==> src/rtl/cir_pkg.sv <==
/*
 cascaded interrupt router constants: line map, vectors, jumper codes.
 assumes a single 40 MHz clock domain and no software-visible registers.
*/
// Contract
// sixteen maskable request lines and one nonmaskable, each tied to a 256-entry vector table
// master controller serves lines 0-7, slave serves 8-15, slave cascades into master
// master input 2 carries only the slave cascade, never a peripheral source
// slave input 13 is reserved for the coprocessor error request
// expansion legacy line 2 is wired to slave input 9, also on stacked port
// nonmaskable request uses vector 02, carries parity and bus errors, needs enabling
// primary bus interrupt routing uses slave line 11, vector 73 hex
// alternate bus interrupt routing uses slave line 12, vector 74 hex
// two jumpers choose line 5 for second parallel port or bus interrupts
// line 5 bus interrupts go out on vector 0D hex, shared with fixed disk
// acknowledge returns highest-priority unmasked pending vector; slave ranks at master input 2
package cir_pkg;
	localparam int          NUM_LINES     = 16;
	localparam int          LINES_PER_PIC = 8;
	localparam int          VEC_TABLE     = 256;
	localparam logic [3:0]  CASCADE_LINE  = 4'h2;
	localparam logic [3:0]  LEGACY_LINE   = 4'h9;
	localparam logic [3:0]  COPROC_LINE   = 4'hD;
	localparam logic [3:0]  BUS_PRI_LINE  = 4'hB;
	localparam logic [3:0]  BUS_ALT_LINE  = 4'hC;
	localparam logic [3:0]  LINE5         = 4'h5;
	localparam logic [7:0]  MASTER_BASE   = 8'h08;
	localparam logic [7:0]  SLAVE_BASE    = 8'h70;
	localparam logic [7:0]  NMI_VECTOR    = 8'h02;
	localparam logic [7:0]  BUS_PRI_VEC   = 8'h73;
	localparam logic [7:0]  BUS_ALT_VEC   = 8'h74;
	localparam logic [7:0]  LINE5_VEC     = 8'h0D;
	localparam logic [15:0] MASK_RESET    = 16'hFFFF;
	localparam logic [7:0]  VEC_RESET     = 8'h00;
	// jumper pair code: both fitted selects bus interrupts on line 5
	localparam logic [1:0]  JMP_BUS_ROUTE = 2'h3;
	typedef enum logic [2:0]
	{
		CIR_IDLE = 3'b001,
		CIR_PEND = 3'b010,
		CIR_ACK  = 3'b100
	} cir_state_t;
endpackage

==> src/rtl/cir_router.sv <==
/*
 cascaded interrupt router: two priority controllers, line routing,
 nonmaskable gating and acknowledge vector delivery to the host core.
 assumes all inputs synchronous to ref_clk_in; masks come from host logic.
*/
`timescale 1ns/1ps
`default_nettype none
module cir_router
#(
	parameter int NUM_LINES = cir_pkg::NUM_LINES
)
(
	// clock and reset
	input  wire logic        ref_clk_in,
	input  wire logic        reset_in,
	input  wire logic        clk_en_in,
	// peripheral request sources, index = line number
	input  wire logic [15:0] periph_req_in,
	input  wire logic        legacy_line2_req_in,
	input  wire logic        coproc_err_req_in,
	input  wire logic        second_parallel_port_req_in,
	// bus interface requests and routing
	input  wire logic        bus_irq_req_in,
	input  wire logic [1:0]  bus_route_sel_in,
	input  wire logic        line5_route_jumper_a_in,
	input  wire logic        line5_route_jumper_b_in,
	// nonmaskable sources
	input  wire logic        parity_err_in,
	input  wire logic        nmi_enable_in,
	// host side
	input  wire logic [15:0] mask_in,
	input  wire logic        ack_in,
	output logic             irq_out,
	output logic             nmi_out,
	output logic [7:0]       vector_out,
	output logic             vector_valid_out
);
	////////////////////////////////////////////////////////////////////////////////////
	// elaboration checks

	// the line map and vector bases assume exactly two 8-input controllers
	if (NUM_LINES != 16)
	begin : g_bad_lines
		$error("cir_router serves exactly sixteen lines");
	end
	if (cir_pkg::LINES_PER_PIC != 8)
	begin : g_bad_width
		$error("cir_router needs eight inputs per controller");
	end
	if (cir_pkg::VEC_TABLE != 256)
	begin : g_bad_table
		$error("an 8-bit vector needs a 256-entry table");
	end
	// the cascade input and line 5 must sit on the master
	if ((cir_pkg::CASCADE_LINE >= 4'h8) || (cir_pkg::LINE5 >= 4'h8))
	begin : g_bad_master_map
		$error("cascade input and line 5 belong to the master");
	end
	// these lines take their vectors from the slave base
	if ((cir_pkg::LEGACY_LINE < 4'h8) || (cir_pkg::COPROC_LINE < 4'h8)
		|| (cir_pkg::BUS_PRI_LINE < 4'h8) || (cir_pkg::BUS_ALT_LINE < 4'h8))
	begin : g_bad_slave_map
		$error("legacy, coprocessor and bus lines belong to the slave");
	end
	// or-ing the input index into a base only works on an 8-aligned base
	if ((cir_pkg::MASTER_BASE[2:0] != 3'h0) || (cir_pkg::SLAVE_BASE[2:0] != 3'h0))
	begin : g_bad_base
		$error("vector bases must be multiples of eight");
	end

	////////////////////////////////////////////////////////////////////////////////////
	// line routing

	// bus route select: 0 primary line, 1 alternate line, 2 line 5, 3 nonmaskable
	wire logic        line5_bus;
	wire logic [15:0] lines;
	wire logic        nmi_src;
	assign line5_bus = ({line5_route_jumper_b_in, line5_route_jumper_a_in}
		== cir_pkg::JMP_BUS_ROUTE);
	wire logic        bus_to_pri;
	wire logic        bus_to_alt;
	wire logic        bus_to_line5;
	wire logic        bus_to_nmi;
	// one code picks one route, so a bus request never shows on two lines at once
	assign bus_to_pri   = bus_irq_req_in & (bus_route_sel_in == 2'h0);
	assign bus_to_alt   = bus_irq_req_in & (bus_route_sel_in == 2'h1);
	// code 2 without both jumpers is lost: the jumpers must be fitted first
	assign bus_to_line5 = bus_irq_req_in & (bus_route_sel_in == 2'h2);
	assign bus_to_nmi   = bus_irq_req_in & (bus_route_sel_in == 2'h3);
	genvar g;
	generate
		for (g = 0; g < 16; g++)
		begin : g_line
			if (g == cir_pkg::CASCADE_LINE)
				assign lines[g] = 1'b0;
			else if (g == cir_pkg::LEGACY_LINE)
				assign lines[g] = legacy_line2_req_in | periph_req_in[g];
			else if (g == cir_pkg::COPROC_LINE)
				assign lines[g] = coproc_err_req_in;
			else if (g == cir_pkg::BUS_PRI_LINE)
				assign lines[g] = periph_req_in[g] | bus_to_pri;
			else if (g == cir_pkg::BUS_ALT_LINE)
				assign lines[g] = periph_req_in[g] | bus_to_alt;
			// with the jumpers fitted the parallel port request is cut off, not merged
			else if (g == cir_pkg::LINE5)
				assign lines[g] = line5_bus
					? bus_to_line5
					: second_parallel_port_req_in;
			else
				assign lines[g] = periph_req_in[g];
		end
	endgenerate
	assign nmi_src = parity_err_in | bus_to_nmi;

	////////////////////////////////////////////////////////////////////////////////////
	// master and slave controllers

	wire logic       s_any;
	wire logic [2:0] s_idx;
	wire logic       m_any;
	wire logic [2:0] m_idx;
	wire logic [7:0] m_req;
	cir_prio8 u_slave
	(
		.req_in  (lines[15:8]),
		.mask_in (mask_in[15:8]),
		.any_out (s_any),
		.idx_out (s_idx)
	);
	// slave result enters master at input 2, so it ranks there
	assign m_req = {lines[7:3], s_any, lines[1:0]};
	cir_prio8 u_master
	(
		.req_in  (m_req),
		.mask_in ({mask_in[7:3], 1'b0, mask_in[1:0]}),
		.any_out (m_any),
		.idx_out (m_idx)
	);
	wire logic       from_slave;
	wire logic [7:0] win_vec;
	assign from_slave = (m_idx == cir_pkg::CASCADE_LINE[2:0]);
	wire logic [7:0] s_vec;
	wire logic [7:0] m_vec;
	// base+line yields 0D for line 5, 73 for 11, 74 for 12
	assign s_vec   = cir_pkg::SLAVE_BASE | {5'h00, s_idx};
	assign m_vec   = cir_pkg::MASTER_BASE | {5'h00, m_idx};
	assign win_vec = from_slave ? s_vec : m_vec;

	////////////////////////////////////////////////////////////////////////////////////
	// acknowledge handshake

	cir_pkg::cir_state_t state_r;
	cir_pkg::cir_state_t state_nxt;
	always_comb
	begin
		state_nxt = state_r;
		case (state_r)
			cir_pkg::CIR_IDLE: if (m_any) state_nxt = cir_pkg::CIR_PEND;
			cir_pkg::CIR_PEND:
			begin
				if (ack_in) state_nxt = cir_pkg::CIR_ACK;
				else if (!m_any) state_nxt = cir_pkg::CIR_IDLE;
			end
			cir_pkg::CIR_ACK: if (!ack_in) state_nxt = cir_pkg::CIR_IDLE;
			default: state_nxt = cir_pkg::CIR_IDLE;
		endcase
	end

	wire logic take_ack;
	assign take_ack = (state_r == cir_pkg::CIR_PEND) && ack_in;

	////////////////////////////////////////////////////////////////////////////////////
	// output registers

	// irq mirrors the pending state, so an ack is only offered while it can be taken
	wire logic       irq_nxt;
	wire logic       nmi_nxt;
	wire logic       valid_nxt;
	wire logic [7:0] vector_nxt;
	assign irq_nxt    = (state_nxt == cir_pkg::CIR_PEND);
	assign nmi_nxt    = nmi_src & nmi_enable_in;
	assign valid_nxt  = take_ack;
	// the vector holds between acks so a slow host can still read it late
	assign vector_nxt = take_ack ? win_vec : vector_out;

	always_ff @(posedge ref_clk_in)
	begin
		if (reset_in)
			state_r <= cir_pkg::CIR_IDLE;
		else if (clk_en_in)
			state_r <= state_nxt;
	end

	always_ff @(posedge ref_clk_in)
	begin
		if (reset_in)
			irq_out <= 1'b0;
		else if (clk_en_in)
			irq_out <= irq_nxt;
	end

	always_ff @(posedge ref_clk_in)
	begin
		if (reset_in)
			nmi_out <= 1'b0;
		else if (clk_en_in)
			nmi_out <= nmi_nxt;
	end

	always_ff @(posedge ref_clk_in)
	begin
		if (reset_in)
			vector_out <= cir_pkg::VEC_RESET;
		else if (clk_en_in)
			vector_out <= vector_nxt;
	end

	always_ff @(posedge ref_clk_in)
	begin
		if (reset_in)
			vector_valid_out <= 1'b0;
		else if (clk_en_in)
			vector_valid_out <= valid_nxt;
	end
endmodule
`default_nettype wire

==> src/rtl/cir_prio8.sv <==
/*
 one 8-input priority resolver; lowest pending unmasked input wins.
 assumes inputs synchronous to the clock; purely combinational.
*/
`timescale 1ns/1ps
`default_nettype none
module cir_prio8
(
	// requests
	input  wire logic [7:0] req_in,
	input  wire logic [7:0] mask_in,
	// result
	output logic            any_out,
	output logic [2:0]      idx_out
);
	wire logic [7:0] live;
	assign live = req_in & ~mask_in;
	assign any_out = |live;
	always_comb
	begin
		idx_out = 3'h0;
		for (int i = 7; i >= 0; i--)
		begin
			if (live[i])
				idx_out = i[2:0];
		end
	end
endmodule
`default_nettype wire

==> config.mk <==
export PLATFORM = sky130hd
export DESIGN_NAME = cir_router
export DESIGN_NICKNAME = d
export VERILOG_FILES = /design/src/rtl/cir_pkg.sv /design/src/rtl/cir_router.sv /design/src/rtl/cir_prio8.sv
export SDC_FILE = /design/constraint.sdc
export NUM_CORES = 1
export LEC_CHECK = 0
export BUFFER_PORTS_ARGS = -buffer_cell sky130_fd_sc_hd__buf_2
export CORE_MARGIN = 4
export CORE_UTILIZATION = 42
export DETAILED_ROUTE_END_ITERATION = 16
export GPL_TIMING_DRIVEN = 0
export PLACE_DENSITY = 0.74
export SYNTH_ARGS = -nofsm -noshare
export SYNTH_HDL_FRONTEND = slang
export SYNTH_HIERARCHICAL = 1
export SYNTH_SLANG_ARGS = --single-unit
==> constraint.sdc <==
create_clock -name ref_clk_in -period 3.3 [get_ports ref_clk_in]
set_input_delay 0.99 -clock ref_clk_in [delete_from_list [all_inputs] [get_ports ref_clk_in]]
set_output_delay 0.99 -clock ref_clk_in [all_outputs]
set_load 0.01 [all_outputs]
==> results of run 1 <==
-- final cells by class --
class | count | area, um^2
buffer | 4 | 27.53
clock buffer | 4 | 26.28
fill | 208 | 797.0
inverter | 10 | 37.54
multi-input combinational | 97 | 649.4
sequential | 11 | 220.2
tap | 27 | 33.78
timing repair buffer | 50 | 250.2
-- cell families (layout without fill, tap and decap cells) --
kind of cell	count (synthesis)	count (layout)	share of synthesized area [%]
AO/OA/AOI/OAI	35	35	28.09
buffers and inverters	14	68	6.989
flip-flops	11	11	23.66
other	1	2	0.4028
AND/OR/NAND/NOR	60	60	40.86
-- power by group through the flow --
stage          Clock [W]  Sequential (W)  Combinational, W
3_3_place_gp           0        0.000146          0.000106
5_1_grt         0.000101        0.000144          0.000121
6_report       0.0000917        0.000143          0.000110
2_1_floorplan          0        0.000146         0.0000670
4_1_cts        0.0000945        0.000143          0.000110
3_5_place_dp           0        0.000146          0.000109
-- placed cells by master (no fill, tap or decap), types with 2 or more instances in the layout --
cell type and count:
nand2b_1 10, a2111oi_4 2, nand3_1 4, inv_1 10
o211ai_1 2, o21ai_1 2, buf_4 3, nor4_1 2
nand2_1 11, nand3b_1 2, nor2b_2 2, o21bai_1 2
nor2_1 4, nor2b_4 2, conb_1 2, clkbuf_4 3
nor2b_1 7, buf_2 51, a31oi_1 4, o21ai_0 5
nand4_1 3, dfxtp_1 11, nand4b_1 2, o221ai_1 2
or2b_1 2, a21oi_1 11, and3b_1 2
-- stage by stage --
stage,instance area (um^2),total power [W],hold WS (ns),utilization [%]
6_report,1245,0.0003449,0.4672,60.97
5_1_grt,1245,0.0003662,0.4925,60.97
4_1_cts,1245,0.0003474,0.4688,60.97
3_5_place_dp,1219,0.0002554,0.4600,59.68
3_3_place_gp,1219,0.0002517,0.4539,59.68
2_1_floorplan,934.6,0.0002131,0.4847,-
-- path summary, 6_finish.rpt --
check,startpoint,end,slack (ns)
worst max-delay path,bus_route_sel_in[1],vector_out[0]$_SDFFE_PP0P_,0.62
worst max register to register,state_r[1]$_SDFFE_PP0P_,vector_out[3]$_SDFFE_PP0P_,2.13
worst min register to register,irq_out$_SDFFE_PP0P_,irq_out$_SDFFE_PP0P_,0.47
worst min-delay path,irq_out$_SDFFE_PP0P_,irq_out$_SDFFE_PP0P_,0.47
-- worst reg2reg max path: cells and delay by family (launching register included) --
family,cells,cell delay (ns)
AND/OR/NAND/NOR,2,0.46
flip-flops,1,0.42
AO/OA/AOI/OAI,1,0.18
-- per-layer routing --
layer	GRT usage (%)	part of all wire (%)	wire length (um)
met1	18.68	43	1049
met2	29.13	49	1201
met3	4.021	7.6	186
met4	4.049	0.65	16
met5	0	0	0
-- state kept, by name, indices dropped and copies added, names as in the netlist --
name,count
irq_out,1
vector_valid_out,1
state_r,3
nmi_out,1
vector_out,5
==> results.toml, run 1 <==
[status]
status = "finished clean"

[clocking]
clkTransAtPathRegs_ns = 0.06
cts_setup_buffers = 0
cts_tree = "built"
clockRootBuffer = "clkbuf_4"
clk_path_buf_depth = 2
holdBufCountCts = 0
clk_latency_ns = 0.28
cts_buffers = 3
cts_resized = 0
cts.htree.levels = 1
cts_sinks = 11

[place]
place_hpwl_um = 2113
place_ws_ns = 0.3177
portBuffers = 50
globalplace.congestion = 0.7875
placed_cells = 199

[setup_path]
crit_path_cell_trace = "buf_2 -> nand2b_1 -> o21bai_1 -> a2111oi_4 -> nand4b_1 -> nand2b_1 -> nand2_1 -> nor4_1 -> inv_1 -> a31oi_1 -> a211oi_1"
startpoint_type = "primary input"
crit_buf_inv = 2
cpMaxStageDelayCell = "nor4_1"
worstPathRequired_ns = 3.44
path_max_fanout = 5
rr_worst_depth = 3
cpMostUsedCell = "nand2b_1"
cp.arrival_ns = 2.83
cp.depth = 11
critPathKind = "in2reg"
cp_top_family = "simple AND/OR/NAND/NOR gates"
slowest_delay_ns = 0.40
end_kind = "flip-flop"

[detailed_routing]
wl_per_cell_um = 12.08
remaining_drc_errors = 0
via_per_inst = 5.271
dr.pass1.iters = 4
ant_nets = 0
drt_wl_total_um = 2453
drtIter0Drc = 15
vias = 1070

[synthesis]
synth-async-reset-ratio_pct = 0
syn_area_um2 = 930.9
synthFlopType = "dfxtp_1"
synth-seq-cells = 11
yosysWarnings = 6
synth-edff-count = 0
yosysTopAreaCellShare_pct = 23.66
synth_cells = 121
synth_area_leaders = "dfxtp_1 24%, nand2b_1 6.7%, a21oi_1 5.9%"
ys_types = 38
synth_common_cells = "11 x a21oi_1, 11 x dfxtp_1, 11 x nand2_1"
ys_seq_area_share_pct = 23.66
synth.avg_cell_area_um2 = 7.693
yosys.area.top_type = "dfxtp_1"

[sta]
period_share_pct = 81.33
fmax_mhz = 372.6
finalHoldViolCount = 0
skew_ns = 0.01006
rsz0062_at_grt = "false"
fin_tns_setup_ns = 0
setup_ws_ns = 0.6162
fin_crit_ns = 2.684
finalMaxSlewViolations = 0
finalSetupViolCount = 0

[power_and_ir_drop]
p_sw_w = 0.0001044
p_leak_nw = 0.6044
power.density_nw_per_um2 = 277.1
seqPwrFrac_pct = 41.5
swShare_pct = 30.28
internal-power_w = 0.0002405
vdd_drop_max_mv = 0.2818
combPwrFrac_pct = 32.0
clkPwrFrac_pct = 26.6

[finish]
area_delta_synth_final_pct = 33.74
nets = 223
fin_cells = 203
diodes = 0
drive_gt1_share_pct = 37.50

[global_route]
grt_pass1_vias = 910
grtUsageTotal_pct = 16.08
gr-total-overflow = 0
grt_antenna_before_repair = 0
grt_max_degree = 11
grt_first_pass_wirelength_um = 3574

[floorplan]
rows = 16
die_w_um = 55.08
ios = 57
die_h_um = 55.08
start_util_pct = 45.59
core_um2 = 2042
dieArea_um2 = 3034

[hold_path]
hold_depth = 2
worstHoldPathType = "reg2reg"

[flow_run]
cap_violations = 0
(Power assumes the default switching activity.)
==> run 2, diff against run 1 <==
clock period = 2.7 ns   (was 3.3 ns; I/O delays follow)
==> results.toml, run 2 (synthesized netlist as in run 1, its figures left out) <==
[detailed_routing]
drtIter0Drc = 17
ant_nets = 0
dr.pass1.iters = 4
via_per_inst = 5.296
remaining_drc_errors = 0
drt_wl_total_um = 2473
wl_per_cell_um = 12.18
vias = 1075

[clocking]
cts_buffers = 3
clockRootBuffer = "clkbuf_4"
clkTransAtPathRegs_ns = 0.06
clk_latency_ns = 0.27
cts_sinks = 11
clk_path_buf_depth = 2
cts_tree = "built"
cts_setup_buffers = 0
cts.htree.levels = 1
holdBufCountCts = 0

[power_and_ir_drop]
p_leak_nw = 0.6052
power.density_nw_per_um2 = 337.8
clkPwrFrac_pct = 26.5
internal-power_w = 0.0002943
p_sw_w = 0.0001283
combPwrFrac_pct = 32.2
seqPwrFrac_pct = 41.4
swShare_pct = 30.36
vdd_drop_max_mv = 0.3444

[setup_path]
cp.arrival_ns = 2.55
r2r_start = "state_r[1]$_SDFFE_PP0P_"
r2r_setup_slack_ns = 1.53
worstPathRequired_ns = 2.84
end_kind = "flip-flop"
r2r-end = "vector_out[3]$_SDFFE_PP0P_"
rr_worst_depth = 3
path_max_fanout = 5
critPathKind = "in2reg"
crit_start = "bus_route_sel_in[1]"
startpoint_type = "primary input"

[global_route]
grt_max_degree = 11
grt_antenna_before_repair = 0
grt_pass1_vias = 910
gr-total-overflow = 0
grtUsageTotal_pct = 16.08
grt_first_pass_wirelength_um = 3574

[finish]
seq_area_um2 = 220.2
top_register = "vector_out"
mostFrequentLayoutCells = "51 x buf_2, 11 x nand2_1, 11 x a21oi_1, 11 x dfxtp_1"
stdcell_area_um2 = 1251
largest_reg_flops = 5
multiInputGateArea_um2 = 655.6
area_delta_synth_final_pct = 34.41
layout_commonest_cell = "buf_2"
diodes = 0
drive_gt1_share_pct = 38.07
largestRegisters = "vector_out: 5 flops, state_r: 3 flops"
nets = 223
n_fill_cell = 207
post-route-util_pct = 61.27

[floorplan]
dieArea_um2 = 3034
die_w_um = 55.08
ios = 57
rows = 16
start_util_pct = 45.59
core_um2 = 2042
die_h_um = 55.08

[sta]
finalMaxSlewViolations = 0
skew_ns = 0.009887
fin_crit_ns = 2.410
finalSetupViolCount = 0
finalHoldViolCount = 0
fmax_mhz = 414.9
fin_tns_setup_ns = 0
period_share_pct = 89.26
rsz0062_at_grt = "false"
whs_ns = 0.4672

[place]
portBuffers = 50
post_dp_cell_area_um2 = 1219
place_hpwl_um = 2113
globalplace.congestion = 0.7875

[hold_path]
hold_depth = 2
hold-path-endpoint = "irq_out$_SDFFE_PP0P_"
hold_path.startpoint = "irq_out$_SDFFE_PP0P_"
worstHoldPathType = "reg2reg"

[status]
status = "finished clean"

[flow_run]
cap_violations = 0
run 2: cell counts in the layout (fill, tap and decap cells not counted):
Identical to the previous run, type by type.
run 2: power by group through the flow:
stage | clock (W) | combinational [W] | sequential (W)
detailed placement | 0 | 0.000134 | 0.000178
CTS | 0.000115 | 0.000134 | 0.000175
global placement | 0 | 0.000130 | 0.000178
global route | 0.000123 | 0.000149 | 0.000176
floorplan | 0 | 0.0000819 | 0.000179
finish | 0.000112 | 0.000136 | 0.000175
run 2: what timing repair did:
item                                   in CTS  in global routing
setup endpoints to repair                   0                  1
endpoints found under the hold margin       0                  0
resized for setup                           0                  1
run 2: per-layer routing:
| layer | wire, um | global-route usage (%) | vias up |
|---|---|---|---|
| li1 | - | - | 546 |
| met1 | 1050 | 18.68 | 485 |
| met2 | 1220 | 29.13 | 42 |
| met3 | 186 | 4.021 | 2 |
| met4 | 16 | 4.049 | 0 |
| met5 | 0 | 0 | - |
run 2: area by class of cell:
| class | count | area share (%) |
|---|---|---|
| Tap cell | 27 | 2.700 |
| Multi-Input combinational cell | 97 | 52.40 |
| Buffer | 4 | 2.200 |
| Sequential cell | 11 | 17.60 |
| Clock buffer | 4 | 2.100 |
| Inverter | 10 | 3.000 |
| Timing Repair Buffer | 50 | 20.00 |
run 2: worst max-delay path, cell delays in order:
cell and delay, ns:
buf_2 0.09, nand2b_1 0.12, o21bai_1 0.12, a2111oi_4 0.34, nand4b_1 0.14, nand2b_1 0.17, nand2_1 0.09, nor4_2 0.31
inv_1 0.10, a31oi_1 0.17, a211oi_1 0.09
run 2: worst max-delay path by stage:
stage,end,cells after the start
6_report,vector_out[0]$_SDFFE_PP0P_,11
5_1_grt,vector_out[0]$_SDFFE_PP0P_,11
4_1_cts,vector_out[0]$_SDFFE_PP0P_,11
3_5_place_dp,vector_out[0]$_SDFFE_PP0P_,11
3_3_place_gp,vector_out[0]$_SDFFE_PP0P_,11
2_1_floorplan,vector_out[0]$_SDFFE_PP0P_,10
run 2: through the flow:
step                      power (W)  setup WS, ns  instances
after global placement    0.0003076      -0.07198        199
after CTS                 0.0004246        0.1790        203
final                     0.0004226        0.2900        203
after global routing      0.0004487        0.1110        203
after detailed placement  0.0003121       -0.1023        199
after floorplan           0.0002605        0.2704        122
==> run 3, diff against run 2 <==
RECOVER_POWER = 25   (was default)
==> results.toml, run 3 (synthesized netlist as in run 1, its figures left out) <==
[finish]
largest_reg_flops = 5
area_delta_synth_final_pct = 33.87
drive_gt1_share_pct = 35.80
seq_area_um2 = 220.2
mostFrequentLayoutCells = "47 x buf_2, 11 x nand2_1, 11 x a21oi_1, 11 x dfxtp_1"
nets = 223
multiInputGateArea_um2 = 655.6
fin_cells = 203
layout_commonest_cell = "buf_2"
diodes = 0
n_fill_cell = 208
largestRegisters = "vector_out: 5 flops, state_r: 3 flops"
top_register = "vector_out"

[sta]
fin_tns_setup_ns = 0
fmax_mhz = 415.3
setup_ws_ns = 0.2919
rsz0062_at_grt = "false"
fin_crit_ns = 2.408
finalMaxSlewViolations = 0
period_share_pct = 89.19
finalSetupViolCount = 0
finalHoldViolCount = 0
skew_ns = 0.01006

[detailed_routing]
remaining_drc_errors = 0
dr.pass1.iters = 4
wl_per_cell_um = 12.22
drtIter0Drc = 19
drt_wl_total_um = 2480
ant_nets = 0
vias = 1072
via_per_inst = 5.281

[floorplan]
rows = 16
start_util_pct = 45.59
core_um2 = 2042
dieArea_um2 = 3034
die_w_um = 55.08
ios = 57
die_h_um = 55.08

[clocking]
cts_buffers = 3
clkTransAtPathRegs_ns = 0.06
clk_latency_ns = 0.28
cts_resized = 0
cts_sinks = 11
clk_path_buf_depth = 2
cts_tree = "built"
clockRootBuffer = "clkbuf_4"
cts_setup_buffers = 0
holdBufCountCts = 0
cts.htree.levels = 1

[hold_path]
hold-path-endpoint = "irq_out$_SDFFE_PP0P_"
worstHoldPathType = "reg2reg"
hold_path.startpoint = "irq_out$_SDFFE_PP0P_"
hold_depth = 2

[setup_path]
critPathKind = "in2reg"
r2r_setup_slack_ns = 1.54
cpMaxStageDelayCell = "a2111oi_4"
end_kind = "flip-flop"
worstPathRequired_ns = 2.84
cp.arrival_ns = 2.55
cpMostUsedCell = "nand2b_1"
path_max_fanout = 5
rr_worst_depth = 3
r2r-end = "vector_out[3]$_SDFFE_PP0P_"
slowest_delay_ns = 0.34
crit_path_cell_trace = "buf_2 -> nand2b_1 -> o21bai_1 -> a2111oi_4 -> nand4b_1 -> nand2b_1 -> nand2_1 -> nor4_2 -> inv_1 -> a31oi_1 -> a211oi_1"
startpoint_type = "primary input"
r2r_start = "state_r[1]$_SDFFE_PP0P_"

[global_route]
grt_antenna_before_repair = 0
grt_max_degree = 11
grt_first_pass_wirelength_um = 3574
grt_pass1_vias = 910
gr-total-overflow = 0
grtUsageTotal_pct = 16.08

[place]
place_hpwl_um = 2113
portBuffers = 50
place_ws_ns = -0.1023
globalplace.congestion = 0.7875
placed_cells = 199

[status]
status = "finished clean"

[flow_run]
cap_violations = 0

[power_and_ir_drop]
p_leak_nw = 0.5909
vdd_drop_max_mv = 0.3458
power.density_nw_per_um2 = 339.5
run 3: cell types whose count changed in the layout (fill, tap and decap cells not counted):
cell / delta
buf_2: -4
clkbuf_1: +4
run 3: stage by stage:
stage	util, %	hold WS, ns	instance area [um^2]	power, W
floorplan	-	0.4847	934.6	0.0002605
global placement	59.68	0.4539	1219	0.0003076
detailed placement	59.68	0.4600	1219	0.0003121
CTS	60.97	0.4688	1245	0.0004246
global route	61.03	0.4925	1246	0.0004482
finish	61.03	0.4674	1246	0.0004231
run 3: final cells by class:
type	count	share of cell area [%]
multi-input cells	97	52.61
repair buffers	50	19.68
flip-flops and latches	11	17.67
inverters	10	3.012
well taps	27	2.711
plain buffers	4	2.209
clock buffers	4	2.108
run 3: worst max path at each step:
stage,slack (ns),from,to,cells after the start
finish,0.29,bus_route_sel_in[1],vector_out[0]$_SDFFE_PP0P_,11
global route,0.11,bus_route_sel_in[1],vector_out[0]$_SDFFE_PP0P_,11
CTS,0.18,bus_route_sel_in[1],vector_out[0]$_SDFFE_PP0P_,11
detailed placement,-0.10,bus_route_sel_in[1],vector_out[0]$_SDFFE_PP0P_,11
global placement,-0.07,bus_route_sel_in[1],vector_out[0]$_SDFFE_PP0P_,11
floorplan,0.27,bus_route_sel_in[1],vector_out[0]$_SDFFE_PP0P_,10
run 3: critical path, delay by kind of cell:
kind / cells / cell delay, ns
compound gates: 4 / 0.72
simple gates: 5 / 0.83
buf+inv: 2 / 0.19
run 3: power by group:
part,switching [W],internal [W]
clock,0.0000555,0.0000573
combinational,0.0000675,0.0000680
sequential,0.00000625,0.000169
total,0.000129,0.000294
run 3: per-layer routing:
metal | GRT usage [%] | part of all wire (%)
met2 | 29.13 | 49
met3 | 4.021 | 6.9
met5 | 0 | 0
met4 | 4.049 | 0.65
met1 | 18.68 | 43
